<file path="config.mk">
export PLATFORM = sky130hd
export DESIGN_NAME = ercnt_bank
export DESIGN_NICKNAME = d
export VERILOG_FILES = /design/src/ercnt_pkg.sv /design/src/ercnt_wide_counter.sv /design/src/ercnt_bank.sv
export SDC_FILE = /design/constraint.sdc
export NUM_CORES = 1
export LEC_CHECK = 0
export ABC_AREA = 1
export BUFFER_PORTS_ARGS = -buffer_cell sky130_fd_sc_hd__buf_2
export CAP_MARGIN = 20
export CELL_PAD_IN_SITES_DETAIL_PLACEMENT = 0
export CELL_PAD_IN_SITES_GLOBAL_PLACEMENT = 2
export CORE_AREA = 2 2 182 130
export CTS_BUF_LIST = sky130_fd_sc_hd__clkbuf_2 sky130_fd_sc_hd__clkbuf_4 sky130_fd_sc_hd__clkbuf_8
export DETAILED_ROUTE_END_ITERATION = 10
export DIE_AREA = 0 0 184 132
export GPL_TIMING_DRIVEN = 0
export PLACE_DENSITY_LB_ADDON = 0.08
export SLEW_MARGIN = 5
export SYNTH_ARGS = -nofsm -noshare
export SYNTH_HDL_FRONTEND = slang
export SYNTH_SLANG_ARGS = --single-unit
</file>
<file path="constraint.sdc">
create_clock -name clk -period 1.5 [get_ports clk]
set_input_delay 0.15 -clock clk [delete_from_list [all_inputs] [get_ports clk]]
set_output_delay 0.15 -clock clk [all_outputs]
set_load 0.005 [all_outputs]
</file>
<file path="src/ercnt_pkg.sv">
// package for the receive error counter bank: offsets, widths, carriers
// assumes a byte-wide register read port local to one channel page
package ercnt_pkg;
  localparam int ERCNT_AW = 12;
  localparam int ERCNT_DW = 8;
  localparam int ERCNT_CW = 16;
  // register offsets within the channel page
  localparam logic [11:0] OFS_LVC_HIGH = 12'h900;
  localparam logic [11:0] OFS_LVC_LOW = 12'h901;
  localparam logic [11:0] OFS_FAE_HIGH = 12'h902;
  localparam logic [11:0] OFS_FAE_LOW = 12'h903;
  localparam logic [11:0] OFS_SEF = 12'h904;
  localparam logic [11:0] OFS_SYNC_HIGH = 12'h905;
  localparam logic [11:0] OFS_SYNC_LOW = 12'h906;
  // values after reset and on an unmapped read
  localparam logic [7:0] BYTE_RESET = 8'h00;
  localparam logic [15:0] CNT_RESET = 16'h0000;
  localparam logic [7:0] UNMAPPED_DATA = 8'h00;
  // index of each 16-bit counter in the generate loop
  localparam int IDX_LVC = 0;
  localparam int IDX_FAE = 1;
  localparam int IDX_SYNC = 2;
  localparam int N_WIDE = 3;

  typedef struct packed {
    logic lcv;      // line code violation strobe
    logic fas_chk;  // a frame alignment word was checked
    logic fas_err;  // that word was in error
    logic crc_err;  // crc-4 bit error strobe
    logic lof;      // loss-of-frame level
  } ercnt_evt_type;

  typedef struct packed {
    logic en;
    logic [11:0] addr;
  } ercnt_rd_type;
endpackage

</file>
<file path="src/ercnt_wide_counter.sv">
// one 16-bit clear-on-read counter split in an upper and a lower byte
// assumes reads are single-cycle strobes, upper byte read first
`timescale 1ns/1ns
`default_nettype none
module ercnt_wide_counter #(
  parameter int CW = 16
) (
  input wire logic clk,              // system clock
  input wire logic nrst,             // async reset, active low
  input wire logic evt,              // one-cycle error event
  input wire logic rd_hi,            // upper byte read strobe
  input wire logic rd_lo,            // lower byte read strobe
  output logic [7:0] rd_byte,        // byte returned for this read
  output logic [CW-1:0] count        // live count
);
  import ercnt_pkg::*;

  logic [CW-1:0] cnt_r;
  logic [CW-1:0] cnt_nxt;
  logic [7:0] hold_r;
  logic [7:0] hold_nxt;
  logic armed_r;
  logic armed_nxt;

  // ***************************************************
  // next state
  // ***************************************************
  always_comb begin
    cnt_nxt = cnt_r;
    hold_nxt = hold_r;
    armed_nxt = armed_r;
    rd_byte = BYTE_RESET;
    if (rd_hi) begin
      // lower byte moves to the snapshot and the count clears; a same-cycle event survives
      rd_byte = cnt_r[CW-1:8];
      hold_nxt = cnt_r[7:0];
      armed_nxt = 1'b1;
      cnt_nxt = {{(CW-1){1'b0}}, evt};
    end else if (rd_lo) begin
      if (armed_r) begin
        rd_byte = hold_r;
        hold_nxt = BYTE_RESET;
        armed_nxt = 1'b0;
        cnt_nxt = cnt_r + {{(CW-1){1'b0}}, evt};
      end else begin
        // lone lower read clears only what it returned
        rd_byte = cnt_r[7:0];
        cnt_nxt = {cnt_r[CW-1:8], 8'h00} + {{(CW-1){1'b0}}, evt};
      end
    end else if (evt && cnt_r != {CW{1'b1}}) begin
      // saturates rather than wrapping so a long gap reads as maximum
      cnt_nxt = cnt_r + {{(CW-1){1'b0}}, 1'b1};
    end
  end

  always_ff @(posedge clk or negedge nrst) begin
    if (!nrst) begin
      cnt_r <= '0;
      hold_r <= BYTE_RESET;
      armed_r <= 1'b0;
    end else begin
      cnt_r <= cnt_nxt;
      hold_r <= hold_nxt;
      armed_r <= armed_nxt;
    end
  end

  assign count = cnt_r;
endmodule
`default_nettype wire

</file>
<file path="src/ercnt_bank.sv">
// receive error counter bank of one framer channel
// assumes framer strobes and host reads are synchronous to clk
`timescale 1ns/1ns
`default_nettype none
// Function
// - line code violations are counted to 16 bits over two byte registers.
// - framing alignment errors are counted to 16 bits over two byte registers.
// - crc-4 bit errors are counted to 16 bits over two byte registers.
// - severely errored frames are counted to 8 bits in one register.
// - two errored alignment words in a row without loss of frame add one.
// - each register returns counts since its last read and clears on read.
// - reading the upper byte clears a wide counter; the lower read then returns the snapshot.
// - the line code upper byte holds bits 15..8 and clears on read.
module ercnt_bank (
  input wire logic clk,                       // 10 MHz system clock
  input wire logic nrst,                      // async reset, active low
  input wire ercnt_pkg::ercnt_evt_type evt,   // framer error strobes
  input wire ercnt_pkg::ercnt_rd_type rd,     // register read request
  output logic [7:0] rd_data_r,               // read data, next cycle
  output logic rd_valid_r                     // read data valid pulse
);
  import ercnt_pkg::*;

  logic [N_WIDE-1:0] wide_evt;
  logic [N_WIDE-1:0] wide_rd_hi;
  logic [N_WIDE-1:0] wide_rd_lo;
  logic [7:0] wide_byte [N_WIDE];
  logic [ERCNT_CW-1:0] wide_cnt [N_WIDE];
  logic [11:0] hi_ofs [N_WIDE];
  logic [11:0] lo_ofs [N_WIDE];
  logic rd_sef;
  logic sef_evt;
  logic prev_err_r;
  logic prev_err_nxt;
  logic [7:0] sef_cnt_r;
  logic [7:0] sef_cnt_nxt;
  logic [7:0] rd_data_nxt;
  logic mapped;
  logic pair_open_r;
  logic pair_open_nxt;

  assign hi_ofs[IDX_LVC] = OFS_LVC_HIGH;
  assign lo_ofs[IDX_LVC] = OFS_LVC_LOW;
  assign hi_ofs[IDX_FAE] = OFS_FAE_HIGH;
  assign lo_ofs[IDX_FAE] = OFS_FAE_LOW;
  assign hi_ofs[IDX_SYNC] = OFS_SYNC_HIGH;
  assign lo_ofs[IDX_SYNC] = OFS_SYNC_LOW;
  assign wide_evt[IDX_LVC] = evt.lcv;
  assign wide_evt[IDX_FAE] = evt.fas_chk & evt.fas_err;
  assign wide_evt[IDX_SYNC] = evt.crc_err;

  // ***************************************************
  // 16-bit counters
  // ***************************************************
  for (genvar i = 0; i < N_WIDE; i++) begin : g_wide
    assign wide_rd_hi[i] = rd.en && rd.addr == hi_ofs[i];
    assign wide_rd_lo[i] = rd.en && rd.addr == lo_ofs[i];
    ercnt_wide_counter #(
      .CW(ERCNT_CW)
    ) u_cnt (
      .clk(clk),
      .nrst(nrst),
      .evt(wide_evt[i]),
      .rd_hi(wide_rd_hi[i]),
      .rd_lo(wide_rd_lo[i]),
      .rd_byte(wide_byte[i]),
      .count(wide_cnt[i])
    );
  end

  // ***************************************************
  // severely errored frame detection and count
  // ***************************************************
  assign rd_sef = rd.en && rd.addr == OFS_SEF;
  // pairs do not overlap: a third errored word starts a new pair
  assign sef_evt = evt.fas_chk && evt.fas_err && prev_err_r && !evt.lof;

  always_comb begin
    prev_err_nxt = prev_err_r;
    if (evt.lof) begin
      prev_err_nxt = 1'b0;
    end else if (evt.fas_chk) begin
      prev_err_nxt = evt.fas_err && !prev_err_r;
    end
    sef_cnt_nxt = sef_cnt_r;
    if (rd_sef) begin
      // an event in the read cycle lands in the fresh count
      sef_cnt_nxt = {7'h00, sef_evt};
    end else if (sef_evt && sef_cnt_r != 8'hFF) begin
      sef_cnt_nxt = sef_cnt_r + 8'h01;
    end
  end

  always_ff @(posedge clk or negedge nrst) begin
    if (!nrst) begin
      prev_err_r <= 1'b0;
      sef_cnt_r <= BYTE_RESET;
    end else begin
      prev_err_r <= prev_err_nxt;
      sef_cnt_r <= sef_cnt_nxt;
    end
  end

  // ***************************************************
  // read port
  // ***************************************************
  always_comb begin
    rd_data_nxt = UNMAPPED_DATA;
    mapped = rd_sef;
    if (rd_sef) begin
      rd_data_nxt = sef_cnt_r;
    end
    for (int i = 0; i < N_WIDE; i++) begin
      if (wide_rd_hi[i] || wide_rd_lo[i]) begin
        rd_data_nxt = wide_byte[i];
        mapped = 1'b1;
      end
    end
    if (!rd.en) begin
      rd_data_nxt = rd_data_r;
    end
  end

  always_ff @(posedge clk or negedge nrst) begin
    if (!nrst) begin
      rd_data_r <= BYTE_RESET;
      rd_valid_r <= 1'b0;
    end else begin
      rd_data_r <= rd_data_nxt;
      rd_valid_r <= rd.en;
    end
  end

  // ***************************************************
  // assertion helper: reference for an open errored pair
  // ***************************************************
  // opened by a first errored word, shut by any later check or lof;
  // no cycle bound, so a long gap between words is still covered
  always_comb begin
    pair_open_nxt = pair_open_r;
    if (evt.fas_chk && evt.fas_err && !evt.lof && !prev_err_r) begin
      pair_open_nxt = 1'b1;
    end else if (evt.fas_chk || evt.lof) begin
      pair_open_nxt = 1'b0;
    end
  end

  always_ff @(posedge clk or negedge nrst) begin
    if (!nrst) begin
      pair_open_r <= 1'b0;
    end else begin
      pair_open_r <= pair_open_nxt;
    end
  end
endmodule
`default_nettype wire

</file>
==> results.cfg, run 1 <==
[routing]
wl_microns = 27980
drc = 0
met3WireLength_microns = 1590
drt.antenna.violating_nets = 0
drt_iter0_drc = 543
met1_length_microns = 14720
met2_length_microns = 11410
topRoutingLayerUsed = met4
num_vias = 7947
viasPerCell = 5.140
wl_per_cell_microns = 18.10
drt-pass1-iter-count = 5

[critical_path]
r2r_setup_slack_ns = -0.21
critPathMaxStageDelay_ns = 0.46
crit_arrival_ns = 2.00
cp-end-kind = flip-flop
critical_path_required_ns = 1.80
worstSetupStartpointType = flip-flop
startpoint = g_wide[0].u_cnt.count[0]
cpMostUsedCell = nand2_1
path_class = reg2reg
path_cells = ha_4 > buf_6 > nand3_4 > nor2_4 > inv_2 > nor2_2 > nand2_1 > nand2_1 > o21ai_2 > nand2_1 > nand2_1
slowest_stage = dfrtp_2
path_max_fanout = 4
r2r_start = g_wide[0].u_cnt.count[0]

[timing]
fin_crit_ns = 1.710
slew_headroom_pct = 62.03
finalWorstSetupSlack_ns = -0.2096
hold_viol = 0
tightest_slew_ns = 0.5678
slew_violations = 0
max_freq_mhz = 584.9
setup_viol = 48
hold_slack_ns = 0.1912
finalCritPeriodShare_pct = 114.0
rsz0062_at_grt = true
clock_skew_ns = 0.01728

[die]
die_h_microns = 132
die_w_microns = 184
initial_core_util_pct = 31.81
io_pins = 29
rows = 46
die_area_sq_um = 24290
core_area_sq_um = 22450

[pwr]
total_power_mw = 8.354
p_per_area_nw_per_um2 = 861.9
leakage_nw = 4.309
vdd_drop_max_mv = 0.3690

[status]
failed_checks = negative setup slack
status = finished, violations left

[cells_and_area]
utilization_pct = 43.18
final_area_sq_um = 9693
final_common_cell = nand2_1
layout-drive-gt1-share_pct = 30.60
area_growth_pct = 35.75
diodes = 0
nNetsFinal = 1283
final_cell_mix = nand2_1, inv_1, nand3_1

[worst_hold_path]
hp-class = in2reg
hold_start = rd[3]

[placed_design]
pre_cts_ws_ns = -0.5285
place_area_sq_um = 7785
dp_hpwl_microns = 19840
routabilityCongestion = 0.8709
port-buffer-count = 28

[synth]
synth_cells = 1132
synth_area_leaders = dfrtp_1, nand2_1, o21ai_0
avgSynthCellArea_sq_um = 6.308
yosysSeqAreaShare_pct = 32.59
synth.top_cell.area_share_pct = 32.59
yosys_register_bits = 93
synth_top_area_cell = dfrtp_1
ys_warn_count = 0
synth_nets = 1162
syn-cell-area_sq_um = 7141
ys_types = 37

[clock_tree]
clk_transition_reported_paths_ns = 0.12
numCtsBuffers = 9
cts_root_buffer = clkbuf_8
clock_sinks = 93
clk_latency_ns = 0.41
cts-htree-levels = 3
cts_tree = yes
cts_buffer_depth = 2

[global_route]
grt-ovfl-total = 0
grt_start_max_net_pins = 49
grt_pass1_wl_microns = 43330
antenna_found_initial = 0
grt_pass1_vias = 7344
grt_usage_pct = 23.29

[job]
cap_viol_max_count = 0
==> cells by family after synthesis <==
| logic type | Yosys count | synth area share (%) |
|---|---|---|
| AO/OA/AOI/OAI | 175 | 12.86 |
| XOR/XNOR | 26 | 3.189 |
| adder cells (fa/ha/maj) | 10 | 1.752 |
| buffers and inverters | 160 | 9.059 |
| flip-flops | 93 | 32.59 |
| AND/OR/NAND/NOR | 668 | 40.55 |
==> state kept, by name, summed over array words and instances, names as in the netlist <==
signal	cells
g_wide.u_cnt.count	48
g_wide.u_cnt.hold_r	24
rd_data_r	8
sef_cnt_r	8
g_wide.u_cnt.armed_r	3
prev_err_r	1
rd_valid_r	1
==> power by group <==
group          leakage (nW)  internal (mW)  switching, mW
clock network         0.106          0.798           1.14
registers              1.18           2.77          0.265
logic                  3.02           1.35           2.02
==> cells in the mapped netlist, drive strengths merged <==
master,count
nand2,357
o21ai,138
nor2,134
inv,123
nand3,117
dfrtp,93
nand4,38
xor2,25
a21oi,20
buf,19
clkbuf,17
nor3,11
ha,10
nand3b,9
o22ai,9
a31oi,4
or2,2
a211oi,1
clkinv,1
o211ai,1
o21a,1
o31ai,1
xnor2,1
==> cell type report <==
type / instances / area, sq um
inverter: 124 / 505.5
clock inverter: 7 / 77.57
multi-input combinational: 879 / 5084
tap: 288 / 360.3
sequential: 93 / 2362
timing repair buffer: 112 / 920.9
clock buffer: 9 / 123.9
fill: 2401 / 12750
buffer: 34 / 259.0
==> final timing paths <==
kind                                              to  cells after the start
max in group asynchronous   g_wide[1].u_cnt.count[1]                      3
min in group asynchronous  g_wide[0].u_cnt.count[11]                      2
setup / recovery            g_wide[0].u_cnt.count[9]                     11
hold / removal              g_wide[2].u_cnt.count[0]                      5
setup reg to reg            g_wide[0].u_cnt.count[9]                     11
hold reg to reg            g_wide[1].u_cnt.hold_r[7]                      2
==> per-stage QoR <==
stage	setup TNS [ns]	instances
2_1_floorplan	-0.05239	1132
3_3_place_gp	-126.02	1448
3_5_place_dp	-31.13	1449
4_1_cts	-4.249	1517
5_1_grt	-8.514	1546
6_report	-4.863	1546
==> routing by layer <==
metal  GRT usage, %  up-vias
met5              0        -
li1               -     3947
met3          4.807       16
met1          37.46     3789
met4          3.778        0
met2          31.64      195
==> worst max-delay path: cells and delay by family (launching register included) <==
kind | cells | cell delay, ns
adders and majority gates | 1 | 0.19
and+or+nand+nor | 7 | 0.72
AOI/OAI and AO/OA | 1 | 0.06
buffers and inverters | 2 | 0.16
DFF | 1 | 0.46
==> repair_timing <==
| item | in CTS | in global routing |
|---|---|---|
| pin swaps | 30 | 40 |
| buffers inserted | 47 | 30 |
| gates cloned | 4 | 0 |
| gates resized for setup | 188 | 162 |
| hold buffers | 4 | 0 |
| setup endpoints to repair | 89 | 87 |
| endpoints found under the hold margin | 47 | 0 |
No activity file was read; power rests on OpenSTA's default activity.
==> run 2, diff against run 1 <==
CORE_AREA = 2 2 153 155   (was 2 2 182 130)
DIE_AREA = 0 0 155 157   (was 0 0 184 132)
==> run 2 against run 1 <==
  * Die area up 0.19%
  * Worst hold slack worse by 0.041 ns
  * Power down 0.16%
  * Fmax up 2.5%
  * The flow still finishes with violations (negative setup slack)
  * Sequential cell count unchanged
  * Global-route usage down 0.70 points
  * Via count down 1.2%
  * Clock skew down 0.0016 ns
  * Critical path depth down 2
  * Register-to-register slack better by 0.04 ns
  * Routed wire length down 4.1%
  * Non-clock buffer count up 13
==> results.cfg, run 2 (synthesis results as in run 1) <==
[status]
status = finished, violations left
failed_checks = negative setup slack

[timing]
finalCritPeriodShare_pct = 111.1
hold_viol = 0
finalWorstSetupSlack_ns = -0.1672
clock_skew_ns = 0.01569
setup_tns_ns = -2.911
max_freq_mhz = 599.8
slew_violations = 0
rsz0062_at_grt = true
setup_viol = 39
fin_crit_ns = 1.667
tightest_slew_ns = 0.6186
slew_headroom_pct = 58.76

[cells_and_area]
largest_reg_flops = 48
utilization_pct = 43.60
diodes = 0
layout-drive-gt1-share_pct = 31.05
final_cell_mix = nand2_1, inv_1, nand3_1
final_common_cell = nand2_1
final_area_sq_um = 9811
area_growth_pct = 37.39
nNetsFinal = 1297

[routing]
wl_per_cell_microns = 17.23
drt.antenna.violating_nets = 0
drc = 0
viasPerCell = 5.043
drt_iter0_drc = 409
wl_microns = 26830
drt-pass1-iter-count = 4
num_vias = 7852

[global_route]
grt_usage_pct = 22.59
grt_pass1_wl_microns = 42720
antenna_found_initial = 0
grt-ovfl-total = 0
grt_pass1_vias = 7626
grt_start_max_net_pins = 77

[pwr]
total_power_mw = 8.341
vdd_drop_max_mv = 0.4982
leakage_nw = 4.357
p_per_area_nw_per_um2 = 850.2

[die]
initial_core_util_pct = 31.73
die_w_microns = 155
rows = 55
core_area_sq_um = 22500
io_pins = 29
die_area_sq_um = 24340
die_h_microns = 157

[critical_path]
path_max_fanout = 7
r2r_cells = 9
cp-end-kind = flip-flop
worstSetupStartpointType = flip-flop
critical_path_required_ns = 1.81
crit_arrival_ns = 1.97
path_class = reg2reg

[clock_tree]
cts_root_buffer = clkbuf_8
cts_buffer_depth = 2
cts-htree-levels = 3
clock_sinks = 93
clk_transition_reported_paths_ns = 0.11
clk_latency_ns = 0.40
cts_tree = yes
numCtsBuffers = 9

[placed_design]
dp_hpwl_microns = 19170
routabilityCongestion = 0.8251
place_area_sq_um = 7781
port-buffer-count = 28

[job]
cap_viol_max_count = 0

[worst_hold_path]
hp-class = in2async
run 2: cell types whose count changed in the layout (fill, tap and decap cells not counted), sizes merged:
cell	delta
clkbuf	+2
a21oi	+1
clkinvlp	+1
bufinv	+1
inv	-1
buf	+12
clkinv	-2
run 2: what timing repair did:
item / CTS / global route
hold endpoints to repair: 95 / 0
buffers inserted: 58 / 36
resized for setup: 207 / 138
gates cloned: 4 / 1
hold buffers: 4 / 0
pin swaps: 49 / 51
setup endpoints to repair: 88 / 87
run 2: final timing paths:
check	slack (ns)	start	endpoint
setup / recovery	-0.17	g_wide[0].u_cnt.count[7]	g_wide[0].u_cnt.count[15]
hold / removal	0.15	nrst	g_wide[0].u_cnt.count[12]
setup reg to reg	-0.17	g_wide[0].u_cnt.count[7]	g_wide[0].u_cnt.count[15]
hold reg to reg	0.50	g_wide[0].u_cnt.hold_r[1]	g_wide[0].u_cnt.hold_r[1]
max in group asynchronous	0.63	nrst	g_wide[1].u_cnt.count[6]
min in group clk	0.17	evt[4]	g_wide[0].u_cnt.count[0]
run 2: through the flow:
step                      hold WS, ns  instances  setup slack [ns]
after floorplan               -0.1456       1132          -0.01737
after global placement         0.3320       1445            -1.196
after detailed placement      0.01249       1446           -0.4885
after CTS                      0.1350       1523           -0.1558
after global routing           0.1464       1557           -0.2738
final                          0.1498       1557           -0.1672
run 2: area by class of cell:
class,instances,area [sq um]
repair buffers,125,1031
inverters,124,503.0
flip-flops and latches,93,2365
fillers,2470,12690
clock buffers,10,131.4
multi-input cells,880,5086
well taps,285,356.6
plain buffers,34,244.0
clock inverters,6,93.84
run 2: metal layers:
| layer | vias up | global-route usage, % | share of wire [%] |
|---|---|---|---|
| li1 | 3978 | - | - |
| met1 | 3746 | 31.20 | 49 |
| met2 | 100 | 37.90 | 47 |
| met3 | 28 | 2.285 | 2.6 |
| met4 | 0 | 5.776 | 1.5 |
| met5 | - | 0 | 0 |
run 2: worst max-delay path, cell delays in order (launching register included):
cell and delay, ns:
dfrtp_2 0.42, nand2_1 0.16, nor2_4 0.18, nand2_4 0.07, o21ai_4 0.27, a21oi_4 0.16, inv_4 0.15, nand2_2 0.07
nand2_2 0.07, inv_2 0.03
run 2: where the power goes:
part | internal (mW) | switching (mW)
logic | 1.31 | 1.92
clock network | 0.975 | 1.08
registers | 2.78 | 0.272
total | 5.06 | 3.28
==> run 3, diff against run 2 <==
CORE_AREA = 2 2 141 143   (was 2 2 153 155)
DIE_AREA = 0 0 143 145   (was 0 0 155 157)
clock period = 2 ns   (was 1.5 ns; I/O delays follow)
==> run 3 against run 2 <==
  * The run now ends clean
  * Global-route usage grew 1.3 points
  * Clock skew shrank 0.0062 ns
  * First-iteration DRC count grew 29%
  * Critical endpoint is now rd_data_r[2]
  * Final area shrank 19%
  * Largest cell class unchanged
  * Routed wire length shrank 9.5%
  * Sequential cell count is the same
  * Core utilization shrank 2.0 points
==> results.cfg, run 3 (synthesis results as in run 1) <==
[status]
status = complete, no violations

[placed_design]
routabilityCongestion = 0.8396
dpl.cell_count = 1426
dp_hpwl_microns = 18220
port-buffer-count = 28
place_area_sq_um = 7642
pre_cts_ws_ns = -0.1332

[clock_tree]
cts-htree-levels = 3
cts_buffer_depth = 2
cts_root_buffer = clkbuf_8
cts_tree = yes
clock_sinks = 93
numCtsBuffers = 9
clk_transition_reported_paths_ns = 0.11
clk_latency_ns = 0.40

[timing]
fin_crit_ns = 1.869
rsz0062_at_grt = false
slew_violations = 0
clock_skew_ns = 0.009501
setup_viol = 0
hold_slack_ns = 0.01552
hold_viol = 0
slew_headroom_pct = 54.40
tightest_slew_ns = 0.6787
finalCritPeriodShare_pct = 93.43
setup_tns_ns = 0
max_freq_mhz = 535.2
finalWorstSetupSlack_ns = 0.1314

[pwr]
leakage_nw = 3.673
total_power_mw = 5.073
p_per_area_nw_per_um2 = 634.6
vdd_drop_max_mv = 0.4706

[global_route]
grt_start_max_net_pins = 50
grt_pass1_wl_microns = 38740
antenna_found_initial = 0
grt_pass1_vias = 6926
grt_usage_pct = 23.88
grt-ovfl-total = 0

[die]
rows = 51
die_h_microns = 145
io_pins = 29
die_area_sq_um = 20740
initial_core_util_pct = 37.18
die_w_microns = 143
core_area_sq_um = 19210

[cells_and_area]
final_cell_mix = nand2_1, o21ai_0, nor2_1
nNetsFinal = 1212
final_area_sq_um = 7994
layout-drive-gt1-share_pct = 10.61
largest_reg_flops = 48
nFillCells = 2177
diodes = 0
final_common_cell = nand2_1
area_growth_pct = 11.95
final_cells = 1452
utilization_pct = 41.62

[critical_path]
path_class = reg2reg
crit_arrival_ns = 2.21
critical_path_required_ns = 2.35
worstSetupStartpointType = flip-flop
cp-end-kind = flip-flop
path_max_fanout = 10

[worst_hold_path]
hp-class = in2reg

[routing]
wl_microns = 24280
drt_iter0_drc = 529
met2_length_microns = 11230
drc = 0
topRoutingLayerUsed = met4
met1_length_microns = 12180
wl_per_cell_microns = 16.72
viasPerCell = 5.068
met3WireLength_microns = 505
drt.antenna.violating_nets = 0
num_vias = 7359
drt-pass1-iter-count = 5

[job]
cap_viol_max_count = 0
-- run 3: worst max-delay path, stage by stage, from the launching register on --
cell      delay, ns
dfrtp_1        0.34
clkbuf_1       0.35
clkbuf_1       0.50
a21oi_1        0.20
o22ai_1        0.24
nor2_1         0.10
nand3b_1       0.09
-- run 3: repair_timing --
action	in CTS	in global routing
pin swaps	0	2
gates resized for setup	6	23
hold endpoints to repair	45	0
hold buffers	3	0
buffers inserted	0	7
endpoints found under the setup margin	20	52
-- run 3: routing by layer --
layer,vias up,track usage (%)
met5,-,0
met2,111,37.68
li1,3790,-
met1,3439,35.10
met4,0,6.386
met3,19,1.815
-- run 3: power by group --
| group | internal, mW | leakage (nW) | switching, mW |
|---|---|---|---|
| registers | 2.08 | 1.21 | 0.207 |
| logic | 0.504 | 2.38 | 0.957 |
| clock network | 0.473 | 0.0857 | 0.854 |
-- run 3: path summary, 6_finish.rpt --
check	startpoint	end	slack, ns	depth (start not counted)
min in group asynchronous	nrst	g_wide[0].u_cnt.count[2]	0.36	2
hold / removal	rd[12]	rd_valid_r	0.02	1
setup reg to reg	g_wide[1].u_cnt.armed_r	rd_data_r[2]	0.13	6
setup / recovery	g_wide[1].u_cnt.armed_r	rd_data_r[2]	0.13	6
hold reg to reg	g_wide[1].u_cnt.hold_r[3]	g_wide[1].u_cnt.hold_r[3]	0.50	2
max in group asynchronous	nrst	g_wide[2].u_cnt.count[1]	0.91	3
-- run 3: area by class of cell --
| type | instances | area, sq um | share of cell area, % |
|---|---|---|---|
| clock inverter | 7 | 58.81 | 0.7356 |
| clock buffer | 9 | 123.9 | 1.550 |
| multi-input combinational | 879 | 4242 | 53.06 |
| tap | 265 | 331.6 | 4.148 |
| sequential | 93 | 2335 | 29.21 |
| inverter | 124 | 467.9 | 5.854 |
| buffer | 36 | 182.7 | 2.285 |
| timing repair buffer | 39 | 252.7 | 3.162 |
